--- src/verilog/tx_ring_cfg.svh ---
// constants for the transmit ring configuration and gap throttle
`ifndef TX_RING_CFG_SVH
`define TX_RING_CFG_SVH

// ----------------------------------------------------------------
// register byte offsets
// ----------------------------------------------------------------
`define ADDR_W               16
`define OFF_GAP_THROTTLE     16'h0458
`define OFF_RING_BASE_LOW    16'h3800
`define OFF_RING_BASE_HIGH   16'h3804
`define OFF_RING_LENGTH      16'h3808
`define OFF_GAP_TIMER        16'h0410
`define OFF_RING_HEAD        16'h3810
`define OFF_RING_TAIL        16'h3818
`define OFF_STATUS           16'h3830

// ----------------------------------------------------------------
// fields and reset values
// ----------------------------------------------------------------
`define GAP_VALUE_W          16
`define B2B_GAP_W            10
`define PTR_W                16
`define LEN_LSB              7
`define LEN_MSB              19
`define BASE_LOW_LSB         4
`define DESC_SHIFT           4
`define RST_GAP_THROTTLE     16'h0000
`define RST_RING_LENGTH      13'h0000
`define RST_B2B_GAP          10'h00a
`define RST_BASE             32'h00000000

// ----------------------------------------------------------------
// timing
// ----------------------------------------------------------------
`define GAP_UNIT_NS          8
`define STD_MIN_GAP_UNITS    16'h000c

`endif

--- src/verilog/tx_ring_pkg.sv ---
// types for the transmit ring configuration and gap throttle
package tx_ring_pkg;
    typedef enum logic [1:0] {
        GAP_IDLE  = 2'b00,
        GAP_WAIT  = 2'b01,
        GAP_SEND  = 2'b10
    } gap_state_e;
    typedef logic [63:0] addr64_t;
endpackage

--- src/verilog/gap_counter.sv ---
// down counter that times the spacing before a back-to-back packet
`timescale 1ns/10ps
`default_nettype none
`include "tx_ring_cfg.svh"
module gap_counter #(
    parameter int W = 17
) (
    // clock and reset
    input  wire logic         pclk,
    input  wire logic         presetn,
    input  wire logic         ce,
    // control
    input  wire logic         load,
    input  wire logic [W-1:0] load_value,
    output logic              done
);
    logic [W-1:0] count;

    always_ff @(posedge pclk or negedge presetn) begin
        if (!presetn) begin
            count <= '0;
        end else if (ce) begin
            if (load) begin
                count <= load_value;
            end else if (count != '0) begin
                count <= count - W'(1);
            end
        end
    end

    assign done = (count == '0) && !load;
endmodule
`default_nettype wire

--- src/verilog/ring_addr_gen.sv ---
// descriptor fetch address: base plus sixteen times a wrapping index
`timescale 1ns/10ps
`default_nettype none
`include "tx_ring_cfg.svh"
module ring_addr_gen
    import tx_ring_pkg::*;
#(
    parameter int IW = 16
) (
    // ring setup
    input  wire logic [63:0]   base,
    input  wire logic [12:0]   len_units,
    // index
    input  wire logic [IW-1:0] index,
    output logic [IW-1:0]      next_index,
    output addr64_t            fetch_addr
);
    logic [IW-1:0] desc_count;
    logic [IW-1:0] inc;

    // 128-byte units hold eight descriptors each
    assign desc_count = IW'({len_units, 3'b000});
    assign inc        = index + IW'(1);
    assign next_index = (inc >= desc_count) ? '0 : inc;
    assign fetch_addr = base + {{(64-IW-`DESC_SHIFT){1'b0}}, index, 4'h0};
endmodule
`default_nettype wire

--- src/verilog/tx_ring_config_ifs_throttle.sv ---
// transmit ring configuration registers and adaptive gap throttle
//
// Operation
// (RULE1) hold back-to-back packets, delay hand-off to transmit function by gap value
// (RULE2) gap value is bits 15:0, 8 ns steps, resets to zero
// (RULE3) total back-to-back spacing is gap value plus back-to-back gap time
// (RULE4) no extra delay after a receive or for non back-to-back sends
// (RULE5) collision retransmission timing is left unchanged
// (RULE6) gap value acts only when above the standard minimum spacing
// (RULE7) software keeps gap value zero unless extra spacing is wanted
// (RULE8) gap bits 31:16 and length bits 31:20 read zero
// (RULE9) ring base low bits 3:0 ignore writes, read zero
// (RULE10) software aligns the ring base to 16 bytes
// (RULE11) ring base low holds address bits 31:4
// (RULE12) ring base high holds address bits 63:32
// (RULE13) combined 64-bit base is the first ring entry
// (RULE14) software programs length as multiple of 128 bytes
// (RULE15) length bits 6:0 ignore writes, read zero
// (RULE16) length bits 19:7 hold ring byte count, reset zero
// (RULE17) transmit descriptors from head up to but excluding tail
// (RULE18) fetch address is base plus 16 times index, wrapping at length
//
// Decided for this implementation: the APB slave port.
`timescale 1ns/10ps
`default_nettype none
`include "tx_ring_cfg.svh"
module tx_ring_config_ifs_throttle
    import tx_ring_pkg::*;
#(
    parameter int GAP_W = `GAP_VALUE_W
) (
    // clock and reset
    input  wire logic        pclk,
    input  wire logic        presetn,
    input  wire logic        ce,
    // apb slave
    input  wire logic        psel,
    input  wire logic        penable,
    input  wire logic        pwrite,
    input  wire logic [15:0] paddr,
    input  wire logic [31:0] pwdata,
    output logic [31:0]      prdata,
    output logic             pready,
    output logic             pslverr,
    // transmit path, same clock
    input  wire logic        pkt_waiting,
    input  wire logic        pkt_back_to_back,
    input  wire logic        after_receive,
    input  wire logic        retransmit,
    output logic             pkt_handoff,
    // descriptor fetch, same clock
    output logic             fetch_req,
    output logic [63:0]      fetch_addr,
    input  wire logic        fetch_done
);
    // ----------------------------------------------------------------
    // registers
    // ----------------------------------------------------------------
    logic [GAP_W-1:0]     gap_value;
    logic [`B2B_GAP_W-1:0] back_to_back_gap_time;
    logic [31:4]          base_low;
    logic [31:0]          base_high;
    logic [12:0]          ring_byte_count;
    logic [15:0]          head_ptr;
    logic [15:0]          tail_ptr;
    gap_state_e           state;
    logic                 wr_en;
    logic                 rd_en;
    logic                 hit;
    logic [31:0]          next_prdata;
    logic [63:0]          ring_base;
    logic [15:0]          next_head;
    logic [63:0]          next_fetch_addr;
    logic                 load;
    logic [GAP_W:0]       load_value;
    logic                 done;
    logic                 fetch_busy;
    logic                 head_wr;

    assign wr_en = psel && penable && pwrite && !pready && ce;
    assign head_wr = wr_en && (paddr == `OFF_RING_HEAD);
    assign rd_en = psel && penable && !pwrite && !pready && ce;
    assign ring_base = {base_high, base_low, 4'h0}; // RULE13

    // ----------------------------------------------------------------
    // register writes
    // ----------------------------------------------------------------
    always_ff @(posedge pclk or negedge presetn) begin
        if (!presetn) begin
            gap_value             <= `RST_GAP_THROTTLE; // RULE2
            back_to_back_gap_time <= `RST_B2B_GAP;
            base_low              <= 28'h0000000;
            base_high             <= `RST_BASE;
            ring_byte_count       <= `RST_RING_LENGTH; // RULE16
            tail_ptr              <= 16'h0000;
        end else if (wr_en) begin
            case (paddr)
                `OFF_GAP_THROTTLE:   gap_value <= pwdata[GAP_W-1:0]; // RULE2
                `OFF_GAP_TIMER:      back_to_back_gap_time <= pwdata[`B2B_GAP_W-1:0];
                `OFF_RING_BASE_LOW:  base_low <= pwdata[31:4]; // RULE9 RULE11
                `OFF_RING_BASE_HIGH: base_high <= pwdata; // RULE12
                `OFF_RING_LENGTH:    ring_byte_count <= pwdata[`LEN_MSB:`LEN_LSB]; // RULE15 RULE16
                `OFF_RING_TAIL:      tail_ptr <= pwdata[15:0];
                default:             ;
            endcase
        end
    end

    // ----------------------------------------------------------------
    // read mux and apb answer
    // ----------------------------------------------------------------
    always_comb begin
        next_prdata = 32'h00000000;
        hit = 1'b1;
        case (paddr)
            `OFF_GAP_THROTTLE:   next_prdata = {16'h0000, gap_value}; // RULE8
            `OFF_GAP_TIMER:      next_prdata = {22'h000000, back_to_back_gap_time};
            `OFF_RING_BASE_LOW:  next_prdata = {base_low, 4'h0}; // RULE9
            `OFF_RING_BASE_HIGH: next_prdata = base_high;
            `OFF_RING_LENGTH:    next_prdata = {12'h000, ring_byte_count, 7'h00}; // RULE8 RULE15
            `OFF_RING_HEAD:      next_prdata = {16'h0000, head_ptr};
            `OFF_RING_TAIL:      next_prdata = {16'h0000, tail_ptr};
            `OFF_STATUS:         next_prdata = {29'h00000000, fetch_busy, state};
            default:             hit = 1'b0;
        endcase
    end

    // one wait state: answer lands the edge after the first access edge
    always_ff @(posedge pclk or negedge presetn) begin
        if (!presetn) begin
            pready  <= 1'b0;
            pslverr <= 1'b0;
            prdata  <= 32'h00000000;
        end else if (ce) begin
            pready  <= psel && penable && !pready;
            pslverr <= psel && penable && !pready && !hit;
            prdata  <= rd_en ? next_prdata : 32'h00000000;
        end
    end

    // ----------------------------------------------------------------
    // gap throttle
    // ----------------------------------------------------------------
    // only back-to-back first attempts get the extra gap
    always_comb begin
        load_value = '0;
        if (pkt_back_to_back && !after_receive && !retransmit) begin // RULE4 RULE5
            if (gap_value > `STD_MIN_GAP_UNITS) begin // RULE6
                load_value = (GAP_W+1)'(gap_value) + (GAP_W+1)'(back_to_back_gap_time); // RULE3
            end else begin
                load_value = (GAP_W+1)'(back_to_back_gap_time);
            end
        end
    end

    assign load = (state == GAP_IDLE) && pkt_waiting;

    gap_counter #(
        .W (GAP_W+1)
    ) u_gap (
        .pclk       (pclk),
        .presetn    (presetn),
        .ce         (ce),
        .load       (load),
        .load_value (load_value),
        .done       (done)
    );

    always_ff @(posedge pclk or negedge presetn) begin
        if (!presetn) begin
            state       <= GAP_IDLE;
            pkt_handoff <= 1'b0;
        end else if (ce) begin
            pkt_handoff <= 1'b0;
            case (state)
                GAP_IDLE: if (pkt_waiting) state <= GAP_WAIT; // RULE1
                GAP_WAIT: if (done) begin
                    pkt_handoff <= 1'b1; // RULE1
                    state       <= GAP_SEND;
                end
                GAP_SEND: state <= GAP_IDLE;
                default:  state <= GAP_IDLE;
            endcase
        end
    end

    // ----------------------------------------------------------------
    // descriptor walk
    // ----------------------------------------------------------------
    ring_addr_gen #(
        .IW (16)
    ) u_addr (
        .base       (ring_base),
        .len_units  (ring_byte_count),
        .index      (head_ptr),
        .next_index (next_head),
        .fetch_addr (next_fetch_addr)
    );

    always_ff @(posedge pclk or negedge presetn) begin
        if (!presetn) begin
            head_ptr   <= 16'h0000;
            fetch_req  <= 1'b0;
            fetch_addr <= 64'h0000000000000000;
            fetch_busy <= 1'b0;
        end else if (ce) begin
            fetch_req <= 1'b0;
            if (head_wr) begin
                head_ptr <= pwdata[15:0];
            end else if (fetch_busy && fetch_done) begin
                head_ptr <= next_head; // RULE18
            end
            // a head write must not swallow a fetch completion, or busy sticks high
            if (fetch_busy && fetch_done) begin
                fetch_busy <= 1'b0;
            end else if (!fetch_busy && !head_wr && head_ptr != tail_ptr
                         && ring_byte_count != 13'h0000) begin // RULE17
                fetch_req  <= 1'b1;
                fetch_addr <= next_fetch_addr; // RULE18
                fetch_busy <= 1'b1;
            end
        end
    end
endmodule
`default_nettype wire

--- config.mk ---
export PLATFORM = sky130hd
export DESIGN_NAME = tx_ring_config_ifs_throttle
export DESIGN_NICKNAME = d
export VERILOG_FILES = /design/src/verilog/tx_ring_pkg.sv /design/src/verilog/gap_counter.sv /design/src/verilog/ring_addr_gen.sv /design/src/verilog/tx_ring_config_ifs_throttle.sv
export VERILOG_INCLUDE_DIRS = /design/src /design/src/verilog
export SDC_FILE = /design/constraint.sdc
export NUM_CORES = 1
export LEC_CHECK = 0
export ABC_CLOCK_PERIOD_IN_PS = 4810
export BUFFER_PORTS_ARGS = -buffer_cell sky130_fd_sc_hd__buf_2
export CORE_AREA = 3 3 179 181
export CTS_CLUSTER_SIZE = 30
export DETAILED_ROUTE_END_ITERATION = 12
export DIE_AREA = 0 0 182 184
export GPL_ROUTABILITY_DRIVEN = 0
export GPL_TIMING_DRIVEN = 0
export PLACE_DENSITY = 0.74
export SLEW_MARGIN = 0
export SYNTH_ARGS = -nofsm -noshare
export SYNTH_HDL_FRONTEND = slang
export SYNTH_SLANG_ARGS = --single-unit
--- constraint.sdc ---
create_clock -name pclk -period 4.81 [get_ports pclk]
set_clock_uncertainty 0.05 [all_clocks]
set_input_delay 0.2405 -clock pclk [delete_from_list [all_inputs] [get_ports pclk]]
set_output_delay 0.2405 -clock pclk [all_outputs]
set_load 0.005 [all_outputs]
==> results by group <==
Outcome
  • Status: finished, final reports clean

Timing
  • Setup violators final: 0
  • Final hold viol count: 0
  • Aggregate negative setup slack: 0 ps
  • Fin crit share: 0.945
  • Worst-margin pin slew: 978 ps
  • Tmin final: 4550 ps
  • RSZ-0062 raised after global routing: no
  • Slew Viols, Final: 0
  • Max Freq: 220 MHz
  • Slew margin rel.: 0.331

Power and ir drop
  • Maximum VDD drop: 0.000257 V
  • Pwr Density: 341 nW/um2
  • Leakage: 7.59 nW

GRT
  • Total grt overflow: 0
  • Vias in the first global route: 12000
  • Tot GR Track Use: 0.253
  • Antenna violations before repair: 0
  • First-pass GRT wire length: 67300 um
  • Largest net degree at the start of global routing: 98

Detailed routing
  • Antenna Violating Nets Remaining: 0
  • Vias/cell: 6.05
  • Via Count: 12100
  • Initial DRT Pass Iterations: 9
  • Routed WL per cell: 21.6 um
  • DRC: 0
  • Routed WL: 43000 um
  • DR iter-0 viols: 1382

Layout
  • ANT cells: 0
  • Core Util, Final: 0.531
  • Final Cell Area: 16200 um2
  • Share of cells above drive strength 1: 0.224
  • Fin nets: 1684
  • Synthesis-to-layout area growth: 18.1%
  • FILL cells: 2734

Job
  • Max_cap viols: 0

Setup path
  • CP Max Fanout: 8
  • WS Path Type: reg -> reg
  • Worst setup EP type: flop
  • WP data required: 5220 ps
  • Crit path launch type: flop
  • Worst Path Arrival: 4960 ps

Floorplan
  • I/O pin count: 159
  • Die W: 182 um
  • Starting Density: 0.450
  • Core Box Area: 30600 um2
  • Die Y: 184 um
  • Die area: 33500 um2
  • Row cnt: 64

CTS
  • Htree depth: 1
  • Worst-Skew Late Latency: 550 ps
  • CTS root buffer: clkbuf_16
  • Inserted Clock Buffers: 27
  • Cts repair resizes: 0
  • Max clock buf depth: 3
  • Clock Sinks: 247
  • Clock transition at path regs: 60 ps
  • CTS tree: yes

Yosys
  • Warnings, synthesis: 0
  • Post-synthesis sequential area ratio: 0.450
  • Synthesized area: 13800 um2
  • Synthesized area per cell: 10.1 um2
  • Post-synth top area cell: dfrtp_1
  • Synth area leaders: dfrtp_1, mux2_2, nand2_1, o21ai_0, ha_1
  • Ys flop type: dfrtp_1
  • Yosys cell types: 83
  • Synth Register Bits: 247
  • EDFF count, synth: 0
  • Async SR Flop Fraction: 1.00
  • Synth top area share: 0.446
  • Cell count after synthesis: 1365

Placement
  • IO Port Bufs: 153
  • Post-DP HPWL: 32200 um
  • Placed cell area: 15100 um2

Hold path
  • Min-delay worst type: in -> reg
cells in the final DEF (no fill, tap or decap), types with 16 or more instances in the layout:
cell | netlist | layout
buf_2 | 32 | 184
xor2_1 | 55 | 55
dlygate4sd3_1 | 0 | 30
o2bb2ai_1 | 32 | 32
a222oi_1 | 28 | 28
ha_1 | 41 | 41
mux2_2 | 96 | 96
nor3_1 | 21 | 21
o21ai_0 | 122 | 122
or3_1 | 16 | 16
a21oi_1 | 32 | 32
clkbuf_1 | 39 | 45
inv_1 | 38 | 38
xnor2_1 | 36 | 36
nor4_1 | 16 | 16
nand3_1 | 27 | 27
a22oi_1 | 17 | 17
nand2_1 | 165 | 165
nor2_1 | 46 | 46
dfrtp_1 | 245 | 245
clkbuf_16 | 0 | 27
nand4_1 | 37 | 37
and3_1 | 20 | 20
final timing paths:
kind                                startpoint              to  slack, ps  depth (start not counted)
worst min register to register  fetch_addr[61]  fetch_addr[61]        420                          2
worst max-delay path               head_ptr[4]     head_ptr[5]        260                         13
max in group asynchronous              presetn   base_high[12]       3260                          4
worst max register to register     head_ptr[4]     head_ptr[5]        260                         13
min in group asynchronous              presetn       prdata[4]        190                          2
worst min-delay path                 pwdata[1]    base_high[1]         10                          2
cell usage after synthesis (11+ instances only):
| cell | count |
|---|---|
| dfrtp_1 | 245 |
| nand2_1 | 165 |
| o21ai_0 | 122 |
| mux2_2 | 96 |
| xor2_1 | 55 |
| nor2_1 | 46 |
| ha_1 | 41 |
| clkbuf_1 | 39 |
| inv_1 | 38 |
| nand4_1 | 37 |
| xnor2_1 | 36 |
| a21oi_1 | 32 |
| buf_2 | 32 |
| o2bb2ai_1 | 32 |
| a222oi_1 | 28 |
| nand3_1 | 27 |
| nor3_1 | 21 |
| and3_1 | 20 |
| a22oi_1 | 17 |
| nor4_1 | 16 |
| or3_1 | 16 |
| and2_1 | 12 |
| a21o_1 | 11 |
| o31ai_1 | 11 |
routing by layer:
| metal | GRT usage | vias up | part of all wire |
|---|---|---|---|
| li1 | - | 5470 | - |
| met1 | 0.343 | 5894 | 0.41 |
| met2 | 0.408 | 584 | 0.46 |
| met3 | 0.0512 | 120 | 0.094 |
| met4 | 0.0856 | 0 | 0.036 |
| met5 | 0 | - | 0 |
cell families after synthesis:
family,count (synthesis),share of synthesized area
simple gates,431,0.168
compound gates,327,0.161
flops,247,0.450
buf+inv,122,0.0387
mux,103,0.0837
xor+xnor,91,0.0579
fa+ha+maj,43,0.0402
other cells,1,0.000273
critical path: stages (launching register included):
cell and delay, ps:
dfrtp_1 390, clkbuf_1 360, nand2_1 190, nor3_1 550, and3_1 280, xor2_1 270, ha_1 300, a21o_1 180
a21o_1 170, a211o_1 290, o211ai_1 80, a21oi_1 250, nor3_1 800, a221o_1 310
power breakdown:
group | switching, mW | internal, mW | leakage, nW
Combinational | 0.645 | 0.433 | 3.95
Sequential | 0.178 | 2.25 | 3.23
Clock | 0.860 | 1.17 | 0.414
Total | 1.68 | 3.86 | 7.59
through the flow:
step,instances,power (mW),hold slack (ps),worst slack (ps)
2_1_floorplan,1368,3.06,-105,1330
3_3_place_gp,1917,3.46,407,-945
3_5_place_dp,1919,3.50,173,497
4_1_cts,1995,5.54,1.17,497
5_1_grt,1995,5.79,26.1,136
6_report,1995,5.54,11.4,263
cell type report:
class | instances | area [um2] | share of cell area
Buffer | 84 | 390 | 0.0240
Clock buffer | 39 | 781 | 0.0481
Tap cell | 396 | 495 | 0.0305
Sequential cell | 247 | 6180 | 0.381
Clock inverter | 7 | 68.8 | 0.00424
Multi-Input combinational cell | 999 | 7050 | 0.434
Timing Repair Buffer | 185 | 1130 | 0.0696
Inverter | 38 | 143 | 0.00878
registers in the layout (all words and copies together) (netlist names):
signal,cells
base_low,28
gap_value,16
prdata,32
u_gap.count,17
fetch_addr,60
ring_byte_count,13
fetch_req,1
base_high,32
tail_ptr,16
pkt_handoff,1
head_ptr,16
pslverr,1
fetch_busy,1
back_to_back_gap_time,10
pready,1
state,2
repair_timing:
action | CTS | global route
setup endpoints to repair | 0 | 0
hold buffers | 30 | 0
setup buffers | 0 | 0
hold endpoints to repair | 120 | 0
(Power assumes the default switching activity.)
